### config.mk
export PLATFORM = sky130hd
export DESIGN_NAME = gate_driver_regs
export DESIGN_NICKNAME = d
export VERILOG_FILES = /design/src/inc/gate_regs_pkg.sv /design/src/design/pin_sync.sv /design/src/design/fault_latch.sv /design/src/design/gate_driver_regs.sv
export SDC_FILE = /design/constraint.sdc
export NUM_CORES = 1
export LEC_CHECK = 0
export BUFFER_PORTS_ARGS = -buffer_cell sky130_fd_sc_hd__buf_2
export CORE_MARGIN = 4
export CORE_UTILIZATION = 40
export CTS_BUF_LIST = sky130_fd_sc_hd__clkbuf_2 sky130_fd_sc_hd__clkbuf_4 sky130_fd_sc_hd__clkbuf_8
export CTS_CLUSTER_SIZE = 14
export DETAILED_ROUTE_END_ITERATION = 7
export PLACE_DENSITY = 0.59
export SETUP_SLACK_MARGIN = 0.02
export SLEW_MARGIN = 20
export SYNTH_ARGS = -nofsm -noshare
export SYNTH_HDL_FRONTEND = slang
export SYNTH_SLANG_ARGS = --single-unit
### constraint.sdc
create_clock -name clk -period 5.5 [get_ports clk]
set_input_delay 0.275 -clock clk [delete_from_list [all_inputs] [get_ports clk]]
set_output_delay 0.275 -clock clk [all_outputs]
set_load 0.02 [all_outputs]
### src/inc/gate_regs_pkg.sv
// Purpose: constants shared by the gate driver register bank
// Assumes: 100 MHz clk, serial frames of 16 bits, MSB first
// Notes: register offsets are the 4-bit frame addresses
// Notes on behaviour
// - primary status bit 7 is the OR of bits 6..1, warning excluded
// - bit 6 watchdog timeout, bit 5 any gate fault, bit 4 overcurrent
// - bit 3 set on motor supply undervoltage lockout
// - bit 2 charge pump undervoltage, bit 1 overtemp shutdown, bit 0 warning
// - status registers are read only, reset to zero, writes ignored
// - per-FET bits 7..4 gate faults: bridge 2 high, low, bridge 1 high, low
// - per-FET bits 3..0 overcurrent: bridge 2 high, low, bridge 1 high, low
// - control registers 2 to 5 are read/write and read back stored value
// - lock code 110b in bits 5:3 blocks writes except to register 2
// - while unlocked, lock field values other than 110b do nothing
// - 011b unlocks and is the reset value; other codes ignored when locked
// - main control bit 2 is ORed with the input1/phase pin
// - main control bit 1 is ORed with the input2/enable pin
// - writing one to main control bit 0 clears latched fault flags
// - frame: bit 15 read, bits 14..11 address, 10..8 ignored, 7..0 data
// - output low byte is register content before a write, current on read
// - control settings return to defaults on undervoltage recovery or wake
package gate_regs_pkg;
	// register addresses
	localparam logic [3:0] ADDR_FAULT_STATUS = 4'h0;
	localparam logic [3:0] ADDR_PER_FET_STATUS = 4'h1;
	localparam logic [3:0] ADDR_MAIN_CONTROL = 4'h2;
	localparam logic [3:0] ADDR_GATE_WD_CONTROL = 4'h3;
	localparam logic [3:0] ADDR_OVERCURRENT_CONTROL = 4'h4;
	localparam logic [3:0] ADDR_CHOPPING_CONTROL = 4'h5;
	// reset values
	localparam logic [7:0] STATUS_RESET = 8'h00;
	localparam logic [7:0] MAIN_RESET = 8'h18;
	localparam logic [7:0] GATE_WD_RESET = 8'h07;
	localparam logic [7:0] OVERCURRENT_RESET = 8'h70;
	localparam logic [7:0] CHOPPING_RESET = 8'h00;
	// main control fields
	localparam int LOCK_HI = 5;
	localparam int LOCK_LO = 3;
	localparam int IN1_BIT = 2;
	localparam int IN2_BIT = 1;
	localparam int CLEAR_BIT = 0;
	localparam logic [2:0] LOCK_CODE = 3'h6;
	localparam logic [2:0] UNLOCK_CODE = 3'h3;
	// primary status fields
	localparam int SUMMARY_BIT = 7;
	localparam int WATCHDOG_BIT = 6;
	localparam int GATE_BIT = 5;
	localparam int OVERCURRENT_BIT = 4;
	localparam int SUPPLY_UV_BIT = 3;
	localparam int PUMP_UV_BIT = 2;
	localparam int SHUTDOWN_BIT = 1;
	localparam int WARNING_BIT = 0;
	// sticky flag vector: 6..0 primary bits, 14..7 per-FET bits
	localparam int FLAG_W = 15;
	localparam int PRIMARY_W = 7;
	// serial frame layout
	localparam int FRAME_BITS = 16;
	localparam int READ_BIT = 15;
	localparam int ADDR_HI = 14;
	localparam int ADDR_LO = 11;
	localparam logic [4:0] CNT_CMD = 5'h05;
	localparam logic [4:0] CNT_DATA = 5'h08;
	localparam logic [4:0] CNT_FULL = 5'h10;
	localparam logic [4:0] CNT_OVER = 5'h11;
	// synchronised pin indices
	localparam int PIN_W = 5;
	localparam int PIN_SCLK = 0;
	localparam int PIN_CS_N = 1;
	localparam int PIN_SDI = 2;
	localparam int PIN_IN1 = 3;
	localparam int PIN_IN2 = 4;
	localparam logic [4:0] PIN_RESET = 5'h02;
endpackage

### src/design/pin_sync.sv
// Purpose: three-stage synchroniser with agreement filter for outside pins
// Assumes: inputs are asynchronous to clk
// Notes: output changes only when stages two and three agree
`timescale 1ns/1ps
module pin_sync
	import gate_regs_pkg::*;
(
	input wire logic clk,
	input wire logic rstn,
	input wire logic [PIN_W-1:0] raw,
	output logic [PIN_W-1:0] clean
);
	typedef struct packed {
		logic [PIN_W-1:0] s1;
		logic [PIN_W-1:0] s2;
		logic [PIN_W-1:0] s3;
		logic [PIN_W-1:0] clean;
	} sync_t;
	sync_t st;
	sync_t next_st;
	// shift chain; stage one feeds only stage two
	always_comb begin
		next_st = st;
		next_st.s1 = raw;
		next_st.s2 = st.s1;
		next_st.s3 = st.s2;
		next_st.clean = (st.s2 & st.s3) | (st.clean & (st.s2 ^ st.s3));
	end
	// register the state
	always_ff @(posedge clk) begin
		if (!rstn) begin
			st <= '{PIN_RESET, PIN_RESET, PIN_RESET, PIN_RESET};
		end else begin
			st <= next_st;
		end
	end
	assign clean = st.clean;
endmodule // pin_sync

### src/design/fault_latch.sv
// Purpose: sticky fault flags with software clear
// Assumes: set events come from logic on clk
// Notes: a set in the clearing cycle survives the clear
`timescale 1ns/1ps
module fault_latch
	import gate_regs_pkg::*;
(
	input wire logic clk,
	input wire logic rstn,
	input wire logic [FLAG_W-1:0] set_evt,
	input wire logic clear,
	output logic [FLAG_W-1:0] flags
);
	typedef struct packed {
		logic [FLAG_W-1:0] flags;
	} latch_t;
	latch_t st;
	latch_t next_st;
	wire [FLAG_W-1:0] next_flags;
	// per-bit sticky latch, set beats clear
	genvar i;
	generate
		for (i = 0; i < FLAG_W; i++) begin : g_flag
			assign next_flags[i] = set_evt[i] | (st.flags[i] & ~clear);
		end
	endgenerate
	// one process fills the next state copy, so the copy has a single driver
	always_comb begin
		next_st = st;
		next_st.flags = next_flags;
	end
	// register the state
	always_ff @(posedge clk) begin
		if (!rstn) begin
			st.flags <= '0;
		end else begin
			st <= next_st;
		end
	end
	assign flags = st.flags;
endmodule // fault_latch

### src/design/gate_driver_regs.sv
// Purpose: serially reached fault and control register bank of a bridge gate driver
// Assumes: clk 100 MHz; serial clock well below clk/8; fault events on clk
// Notes: capture on falling serial clock, drive on rising serial clock
`timescale 1ns/1ps
module gate_driver_regs
	import gate_regs_pkg::*;
(
	input wire logic clk,
	input wire logic rstn,
	// serial port pins
	input wire logic sclk,
	input wire logic cs_n,
	input wire logic sdi,
	output logic sdo,
	output logic sdo_oe,
	// bridge control pins
	input wire logic input1_phase_pin,
	input wire logic input2_enable_pin,
	// wake from sleep or supply recovery, one cycle pulse
	input wire logic settings_reset,
	// fault events from the protection logic
	input wire logic watchdog_timeout_flag,
	input wire logic supply_undervoltage_flag,
	input wire logic charge_pump_undervoltage_flag,
	input wire logic overtemp_shutdown_flag,
	input wire logic overtemp_warning_flag,
	input wire logic bridge2_high_gate_fault,
	input wire logic bridge2_low_gate_fault,
	input wire logic bridge1_high_gate_fault,
	input wire logic bridge1_low_gate_fault,
	input wire logic bridge2_high_overcurrent,
	input wire logic bridge2_low_overcurrent,
	input wire logic bridge1_high_overcurrent,
	input wire logic bridge1_low_overcurrent,
	// bridge control and configuration outputs
	output logic input1_phase_control,
	output logic input2_enable_control,
	output logic fault_active,
	output logic settings_locked,
	output logic [7:0] gate_current_and_watchdog_control,
	output logic [7:0] overcurrent_monitor_control,
	output logic [7:0] chopping_config_control
);
	typedef struct packed {
		logic sclk_q;
		logic cs_q;
		logic [FRAME_BITS-1:0] rx;
		logic [4:0] cnt;
		logic [7:0] tx;
		logic sdo;
		logic sdo_oe;
		logic [7:0] main_control;
		logic [7:0] gate_wd;
		logic [7:0] ocm;
		logic [7:0] chop;
		logic in1;
		logic in2;
		logic fault_any;
		logic locked;
	} state_t;

	localparam state_t STATE_RESET = '{
		sclk_q: 1'b0,
		cs_q: 1'b1,
		rx: 16'h0000,
		cnt: 5'h00,
		tx: 8'h00,
		sdo: 1'b0,
		sdo_oe: 1'b0,
		main_control: MAIN_RESET,
		gate_wd: GATE_WD_RESET,
		ocm: OVERCURRENT_RESET,
		chop: CHOPPING_RESET,
		in1: 1'b0,
		in2: 1'b0,
		fault_any: 1'b0,
		locked: 1'b0
	};

	state_t st;
	state_t next_st;
	logic [PIN_W-1:0] raw_pins;
	logic [PIN_W-1:0] pins;
	logic [FLAG_W-1:0] set_evt;
	logic [FLAG_W-1:0] flags;
	logic [7:0] primary_status;
	logic [7:0] per_fet_status;
	logic any_gate;
	logic any_overcurrent;
	logic sclk_rise;
	logic sclk_fall;
	logic cs_fall;
	logic cs_rise;
	logic locked;
	logic [3:0] wr_addr;
	logic [7:0] wr_data;
	logic [3:0] cmd_addr;

	// outside pins go through the synchroniser
	// the serial clock is slow enough that three clk stages cost no margin
	assign raw_pins = {input2_enable_pin, input1_phase_pin, sdi, cs_n, sclk};

	pin_sync u_sync (
		.clk(clk),
		.rstn(rstn),
		.raw(raw_pins),
		.clean(pins)
	);

	// fault event collection
	// gate and overcurrent summaries latch on their own, next to the per-FET bits
	assign any_gate = bridge2_high_gate_fault | bridge2_low_gate_fault |
		bridge1_high_gate_fault | bridge1_low_gate_fault;
	assign any_overcurrent = bridge2_high_overcurrent | bridge2_low_overcurrent |
		bridge1_high_overcurrent | bridge1_low_overcurrent;

	always_comb begin
		set_evt = '0;
		set_evt[WATCHDOG_BIT] = watchdog_timeout_flag;
		set_evt[GATE_BIT] = any_gate;
		set_evt[OVERCURRENT_BIT] = any_overcurrent;
		set_evt[SUPPLY_UV_BIT] = supply_undervoltage_flag;
		set_evt[PUMP_UV_BIT] = charge_pump_undervoltage_flag;
		set_evt[SHUTDOWN_BIT] = overtemp_shutdown_flag;
		set_evt[WARNING_BIT] = overtemp_warning_flag;
		// per-FET flags, bridge 2 before bridge 1, high before low
		set_evt[FLAG_W-1:PRIMARY_W] = {
			bridge2_high_gate_fault, bridge2_low_gate_fault,
			bridge1_high_gate_fault, bridge1_low_gate_fault,
			bridge2_high_overcurrent, bridge2_low_overcurrent,
			bridge1_high_overcurrent, bridge1_low_overcurrent
		};
	end

	// sticky flags; clear comes from the stored clear bit
	// the clear bit stands for exactly one clk, so one clear per write
	fault_latch u_flags (
		.clk(clk),
		.rstn(rstn),
		.set_evt(set_evt),
		.clear(st.main_control[CLEAR_BIT]),
		.flags(flags)
	);

	// status bytes as read by the host
	// the warning bit stays out of the summary, a warm die alone is no fault
	always_comb begin
		primary_status = {1'b0, flags[PRIMARY_W-1:0]};
		primary_status[SUMMARY_BIT] = |flags[WATCHDOG_BIT:SHUTDOWN_BIT];
		per_fet_status = flags[FLAG_W-1:PRIMARY_W];
	end

	// edge detection on the filtered serial pins
	// edge registers reset to the idle pin levels, so release makes no false edge
	assign sclk_rise = pins[PIN_SCLK] & ~st.sclk_q;
	assign sclk_fall = ~pins[PIN_SCLK] & st.sclk_q;
	assign cs_fall = ~pins[PIN_CS_N] & st.cs_q;
	assign cs_rise = pins[PIN_CS_N] & ~st.cs_q;

	// lock state is held in the stored lock field
	assign locked = (st.main_control[LOCK_HI:LOCK_LO] == LOCK_CODE);

	// write target taken from a complete frame
	assign wr_addr = st.rx[ADDR_HI:ADDR_LO];
	assign wr_data = st.rx[7:0];

	// address of the frame being received, used at the fifth capture
	// only three address bits are stored then; the last one is on the pin now
	assign cmd_addr = {st.rx[2:0], pins[PIN_SDI]};

	// register read mux; unmapped addresses read as zero
	// status reads see the sticky flags, never the raw event inputs
	function automatic logic [7:0] read_reg(input logic [3:0] addr);
		logic [7:0] val;
		val = 8'h00;
		case (addr)
			ADDR_FAULT_STATUS: begin
				val = primary_status;
			end
			ADDR_PER_FET_STATUS: begin
				val = per_fet_status;
			end
			ADDR_MAIN_CONTROL: begin
				val = st.main_control;
			end
			ADDR_GATE_WD_CONTROL: begin
				val = st.gate_wd;
			end
			ADDR_OVERCURRENT_CONTROL: begin
				val = st.ocm;
			end
			ADDR_CHOPPING_CONTROL: begin
				val = st.chop;
			end
			default: begin
				val = 8'h00;
			end
		endcase
		return val;
	endfunction

	// new lock field for a main control write
	// the field only ever holds the lock or the unlock code
	function automatic logic [2:0] next_lock(input logic [2:0] cur, input logic [2:0] req);
		logic [2:0] res;
		res = cur;
		if (cur == LOCK_CODE) begin
			if (req == UNLOCK_CODE) begin
				res = UNLOCK_CODE;
			end
		end else begin
			if (req == LOCK_CODE) begin
				res = LOCK_CODE;
			end
		end
		return res; // other codes leave the state alone
	endfunction

	// serial engine, register writes and output staging
	always_comb begin
		next_st = st;
		next_st.sclk_q = pins[PIN_SCLK];
		next_st.cs_q = pins[PIN_CS_N];

		// fault clear bit drops one cycle after it was stored
		// one clk of clear is enough, the latch acts on the next edge
		if (st.main_control[CLEAR_BIT]) begin
			next_st.main_control[CLEAR_BIT] = 1'b0;
		end

		// frame start: drive the don't care bits as zero
		// a new frame also drops any half received bits of a cut frame
		if (cs_fall) begin
			next_st.cnt = 5'h00;
			next_st.rx = 16'h0000;
			next_st.tx = 8'h00;
			next_st.sdo = 1'b0;
			next_st.sdo_oe = 1'b1;
		end

		// capture on the falling serial clock, MSB first
		// the counter saturates, so an overlong frame cannot wrap to a full count
		// the cs_fall guard keeps a bit that lands with the frame start out
		if (!pins[PIN_CS_N] && !cs_fall && sclk_fall) begin
			next_st.rx = {st.rx[FRAME_BITS-2:0], pins[PIN_SDI]};
			if (st.cnt != CNT_OVER) begin
				next_st.cnt = st.cnt + 5'h01;
			end
			// command complete: snapshot the addressed register
			if (st.cnt + 5'h01 == CNT_CMD) begin
				next_st.tx = read_reg(cmd_addr);
			end
		end

		// drive on the rising serial clock; data only in the low byte
		// each bit is launched on the fifth clk edge after the host raises the serial clock, 35 ns before the host samples it
		if (!pins[PIN_CS_N] && !cs_fall && sclk_rise) begin
			if (st.cnt >= CNT_DATA && st.cnt < CNT_FULL) begin
				next_st.sdo = st.tx[7];
				next_st.tx = {st.tx[6:0], 1'b0};
			end else begin
				next_st.sdo = 1'b0;
			end
		end

		// frame end: release the output, commit a full write frame
		// only exactly sixteen captures commit; short or long frames fall away
		if (cs_rise) begin
			next_st.sdo = 1'b0;
			next_st.sdo_oe = 1'b0;
			if (st.cnt == CNT_FULL && !st.rx[READ_BIT]) begin
				case (wr_addr)
					ADDR_MAIN_CONTROL: begin
						// main control stays writable while locked
						next_st.main_control[7:6] = wr_data[7:6];
						next_st.main_control[LOCK_HI:LOCK_LO] =
							next_lock(st.main_control[LOCK_HI:LOCK_LO],
								wr_data[LOCK_HI:LOCK_LO]);
						next_st.main_control[IN1_BIT] = wr_data[IN1_BIT];
						next_st.main_control[IN2_BIT] = wr_data[IN2_BIT];
						next_st.main_control[CLEAR_BIT] = wr_data[CLEAR_BIT];
					end
					ADDR_GATE_WD_CONTROL: begin
						if (!locked) begin
							next_st.gate_wd = wr_data;
						end
					end
					ADDR_OVERCURRENT_CONTROL: begin
						if (!locked) begin
							next_st.ocm = wr_data;
						end
					end
					ADDR_CHOPPING_CONTROL: begin
						if (!locked) begin
							next_st.chop = wr_data;
						end
					end
					default: begin
						// status and unmapped addresses ignore writes
						next_st.chop = next_st.chop;
					end
				endcase
			end
		end

		// wake or supply recovery returns every setting to default
		// it wins over a commit in the same cycle; the host rewrites after wake
		if (settings_reset) begin
			next_st.main_control = MAIN_RESET;
			next_st.gate_wd = GATE_WD_RESET;
			next_st.ocm = OVERCURRENT_RESET;
			next_st.chop = CHOPPING_RESET;
		end

		// bridge inputs: pin ORed with the software bit
		next_st.in1 = pins[PIN_IN1] | st.main_control[IN1_BIT];
		next_st.in2 = pins[PIN_IN2] | st.main_control[IN2_BIT];
		next_st.fault_any = primary_status[SUMMARY_BIT];
		// lock indication moves on the same edge as the lock field
		next_st.locked = (next_st.main_control[LOCK_HI:LOCK_LO] == LOCK_CODE);
	end

	// register the state
	// synchronous reset; the pins are filtered, so release holds no hazard
	always_ff @(posedge clk) begin
		if (!rstn) begin
			st <= STATE_RESET;
		end else begin
			st <= next_st;
		end
	end

	// outputs straight from flip-flops
	// the summary output lags its status bit by one clk
	assign sdo = st.sdo;
	assign sdo_oe = st.sdo_oe;
	assign input1_phase_control = st.in1;
	assign input2_enable_control = st.in2;
	assign fault_active = st.fault_any;
	assign settings_locked = st.locked;
	assign gate_current_and_watchdog_control = st.gate_wd;
	assign overcurrent_monitor_control = st.ocm;
	assign chopping_config_control = st.chop;
endmodule // gate_driver_regs

==> results.md <==
- Status: complete, no violations
- Static Leak: 1.86 nW
- Max H-tree Level: 3
- Mux share of post-synthesis cell area: between 7 and 8%
- Setup crit start kind: register
- RR Endpoint: st[40]
- Slew margin rel.: 31.4%
- Endpoint of the worst hold path: u_sync.next_st[11]
- P_int: 1.03 mW
- Min-delay src: cs_n
- Mapped Area: approximately 4700 µm²
- Fmax: 453 MHz
- Die height: 116 µm
- Mean Syn Cell Area: 9.31 µm²
- Post-synthesis compound-gate area fraction: about 15%
- # IOs: 51
- TritonCTS Buffers: 9
- Sequential element share of the synthesized area: 44.5%
- Clk_lat worst skew: 370 ps
- Max FO, Critical Path: 17
- Gr usage total: 16.2%
- CTS Hold Buffers Added: 0
- Largest family of logic cells by synthesized area: simple AND/OR/NAND/NOR gates
- Site Rows: 39
- Yosys cell types: 54
- Post-Synth Adder-Cell Area: 2.14%
- Peak VDD IR: 153 µV
- Max-Cap Viols: 0
- Nets@finish: 537
- Final Critical Period: 2210 ps
- Reg2reg start: u_sync.clean[1]
- Largest net degree at the start of global routing: 61
- Die area: approximately 13,000 µm²
- Hold Path Depth: 2
- Clock Path Buffers: 2
- Syn-to-layout area delta: 6.82%
- DPL Wire Length: 7270 µm
- 1st-iter DRT viols: 189
- Sw Ratio: between 20 and 25%
- Area fraction in and, or, nand and nor cells after synthesis: 22.9%
- Core box area: 11,400 µm²
- Final Cycle Share: 40.1%
- RSZ-0062 raised after global routing: false
- WP data arrival: between 2000 and 3000 ps
- Max Slew Vio Count: 0
- PortBufs: 50
- Total Wirelength: 10,300 µm
- Die span in x: 116 µm
- Worst slew pin tran: 1030 ps
- P per Cell Area: roughly 270 nW/µm²
- TritonCTS clock tree: done
- Hold Crit Class: input pin to register
- Worst Skew: 10.5 ps
- Cell count after synthesis: around 500
- Worst Path Required: 5790 ps
- Reg2Reg Depth: 5
- Vias in the first global route: 3,388
- CP Class: register to register
- First-pass GRT wire length: about 17,000 µm
- Clk sinks: 104
- Post-route ant nets: 0
- DRC Markers: 0
- Post-DR wirelength/cell: 15.7 µm
- Post-synthesis register bit count: around 100
- Main flop type after synthesis: dfxtp_1
- Final GP Congestion: roughly 0.8
- Share of cells above drive strength 1: 18.7%
- Post-synth EDFFs: 0
- Initial antenna violation count: 0
- R2R Setup Slk: 3290 ps
- Total congestion overflow: 0
- FFs w/ async S/R, synth: 0%
- Net Count, Synth: 532
- Count of final setup violators: 0
- Drt pass-1 iters: 4
- Total power draw: about 1.3 mW
- Synthesis warning total: 0
- Clock transition at the registers of the reported paths: around 90 ps
- PostCTS Resize Cnt: 0
- Synth Area in XOR/XNOR: 0.374%
- Setup TNS: 0 ps
- Register share of total power: between 50% and 60%
- Vias: 3,434
- Starting density of the core: between 40% and 50%
- Clock Power Share: 37.4%
- Root buf cell: clkbuf_8
- ANT cells: 0
- Final cell utilization of the core: between 40% and 50%
- Worst setup EP type: register
- Post-CTS Setup Bufs: 0
- Via density: 5.23
- Sw Pwr: 296 µW
- Comb pwr share: 4.3%
- Final Hold Vio Count: 0
-- worst max-delay path, stage by stage (launching register included) --
cell and delay [ps]:
dfxtp_1 410, nor4b_4 810, and3_1 290, and3_1 300, o21ai_0 150, a31oi_1 170
-- sequential cells by signal, summed over array words and instances, names as in the netlist --
| signal | count |
|---|---|
| chopping_config_control | 8 |
| cmd_addr | 3 |
| fault_active | 1 |
| gate_current_and_watchdog_control | 8 |
| input1_phase_control | 1 |
| input2_enable_control | 1 |
| overcurrent_monitor_control | 8 |
| sdo | 1 |
| sdo_oe | 1 |
| settings_locked | 1 |
| st | 36 |
| u_flags.flags | 15 |
| u_sync.clean | 5 |
| u_sync.next_st | 10 |
| u_sync.st | 5 |
-- power groups by stage --
| stage | Combinational (mW) | Clock (mW) | Sequential [mW] |
|---|---|---|---|
| final | 0.0576 | 0.498 | 0.775 |
| after global routing | 0.0653 | 0.547 | 0.777 |
| after CTS | 0.0580 | 0.515 | 0.775 |
| after detailed placement | 0.0579 | 0 | 0.792 |
| after global placement | 0.0565 | 0 | 0.792 |
| after floorplan | 0.0404 | 0 | 0.789 |
-- cells in the mapped netlist (2+ instances only) --
| master | number | area share (%) |
|---|---|---|
| dfxtp_1 | 104 | 44 |
| nand2_1 | 49 | 3.9 |
| nand3_1 | 32 | 3.4 |
| mux2i_1 | 28 | 6.0 |
| nor2_1 | 27 | 2.2 |
| buf_4 | 25 | 4.0 |
| o21ai_0 | 23 | 2.5 |
| nor2b_1 | 22 | 2.9 |
| a21boi_0 | 21 | 3.4 |
| clkbuf_1 | 20 | 1.6 |
| o21a_1 | 15 | 2.4 |
| and2_1 | 14 | 1.9 |
| a21oi_1 | 11 | 1.2 |
| nand2b_1 | 11 | 1.5 |
| ha_1 | 8 | 2.1 |
| o21ai_1 | 8 | 0.86 |
| buf_2 | 6 | 0.64 |
| a31oi_1 | 5 | 0.67 |
| buf_1 | 5 | 0.40 |
| inv_1 | 5 | 0.40 |
| o21ai_2 | 5 | 0.94 |
| o22ai_1 | 5 | 0.67 |
| and3_1 | 4 | 0.53 |
| nor3_1 | 4 | 0.43 |
| nor4_1 | 4 | 0.53 |
| a21oi_2 | 3 | 0.56 |
| mux4_2 | 3 | 1.4 |
| nor3_2 | 3 | 0.64 |
| nor3b_1 | 3 | 0.48 |
| a221oi_1 | 2 | 0.37 |
| nand3_2 | 2 | 0.43 |
| nand3b_1 | 2 | 0.32 |
| nor4b_4 | 2 | 1.0 |
| or3_1 | 2 | 0.27 |
-- per-stage QoR --
| stage | instance area [µm²] | hold slack (ps) | worst slack (ps) | std cells |
|---|---|---|---|---|
| global route | 5000 | 81.0 | 3100 | 656 |
| floorplan | 4680 | 376 | 3630 | 503 |
| global placement | 4780 | 403 | 3380 | 640 |
| finish | 5000 | 88.7 | 3290 | 656 |
| CTS | 4990 | 68.0 | 3260 | 656 |
| detailed placement | 4780 | 397 | 3280 | 640 |
-- cell families after synthesis --
| kind of cell | Yosys count |
|---|---|
| buf+inv | 63 |
| mux | 32 |
| simple gates | 189 |
| compound gates | 105 |
| flops | 104 |
| xor+xnor | 2 |
| fa+ha+maj | 8 |
-- cell type report --
class / instances / area, µm²
sequential: 104 / 2080
inverter: 5 / 18.8
multi-input combinational: 336 / 2240
clock inverter: 4 / 51.3
fill: 1162 / 6420
clock buffer: 12 / 159
timing repair buffer: 52 / 265
tap: 143 / 179
-- metal layers --
layer,routed length [µm],vias to the layer above,track usage (%)
li1,-,1732,-
met5,0,-,0
met1,5110,1614,22.9
met4,142,0,5.10
met2,4630,77,25.2
met3,449,11,3.32
-- layout by cell type, fill, tap and decap left out, types with 15 or more instances in the layout --
cell type	count
a21boi_0	21
buf_2	50
dfxtp_1	104
mux2i_1	28
nand2_1	49
nand3_1	32
nor2_1	27
nor2b_1	21
o21a_1	15
o21ai_0	23
-- worst max path at each step --
stage,from,end,slack (ps),depth (start not counted)
6_report,u_sync.clean[1],st[40],3290,5
5_1_grt,u_sync.clean[1],st[40],3100,5
4_1_cts,u_sync.clean[1],st[43],3260,5
3_5_place_dp,u_sync.clean[1],st[43],3280,5
3_3_place_gp,u_sync.clean[1],st[41],3380,5
2_1_floorplan,st[48],gate_current_and_watchdog_control[6],3630,8
(Power assumes the default switching activity.)
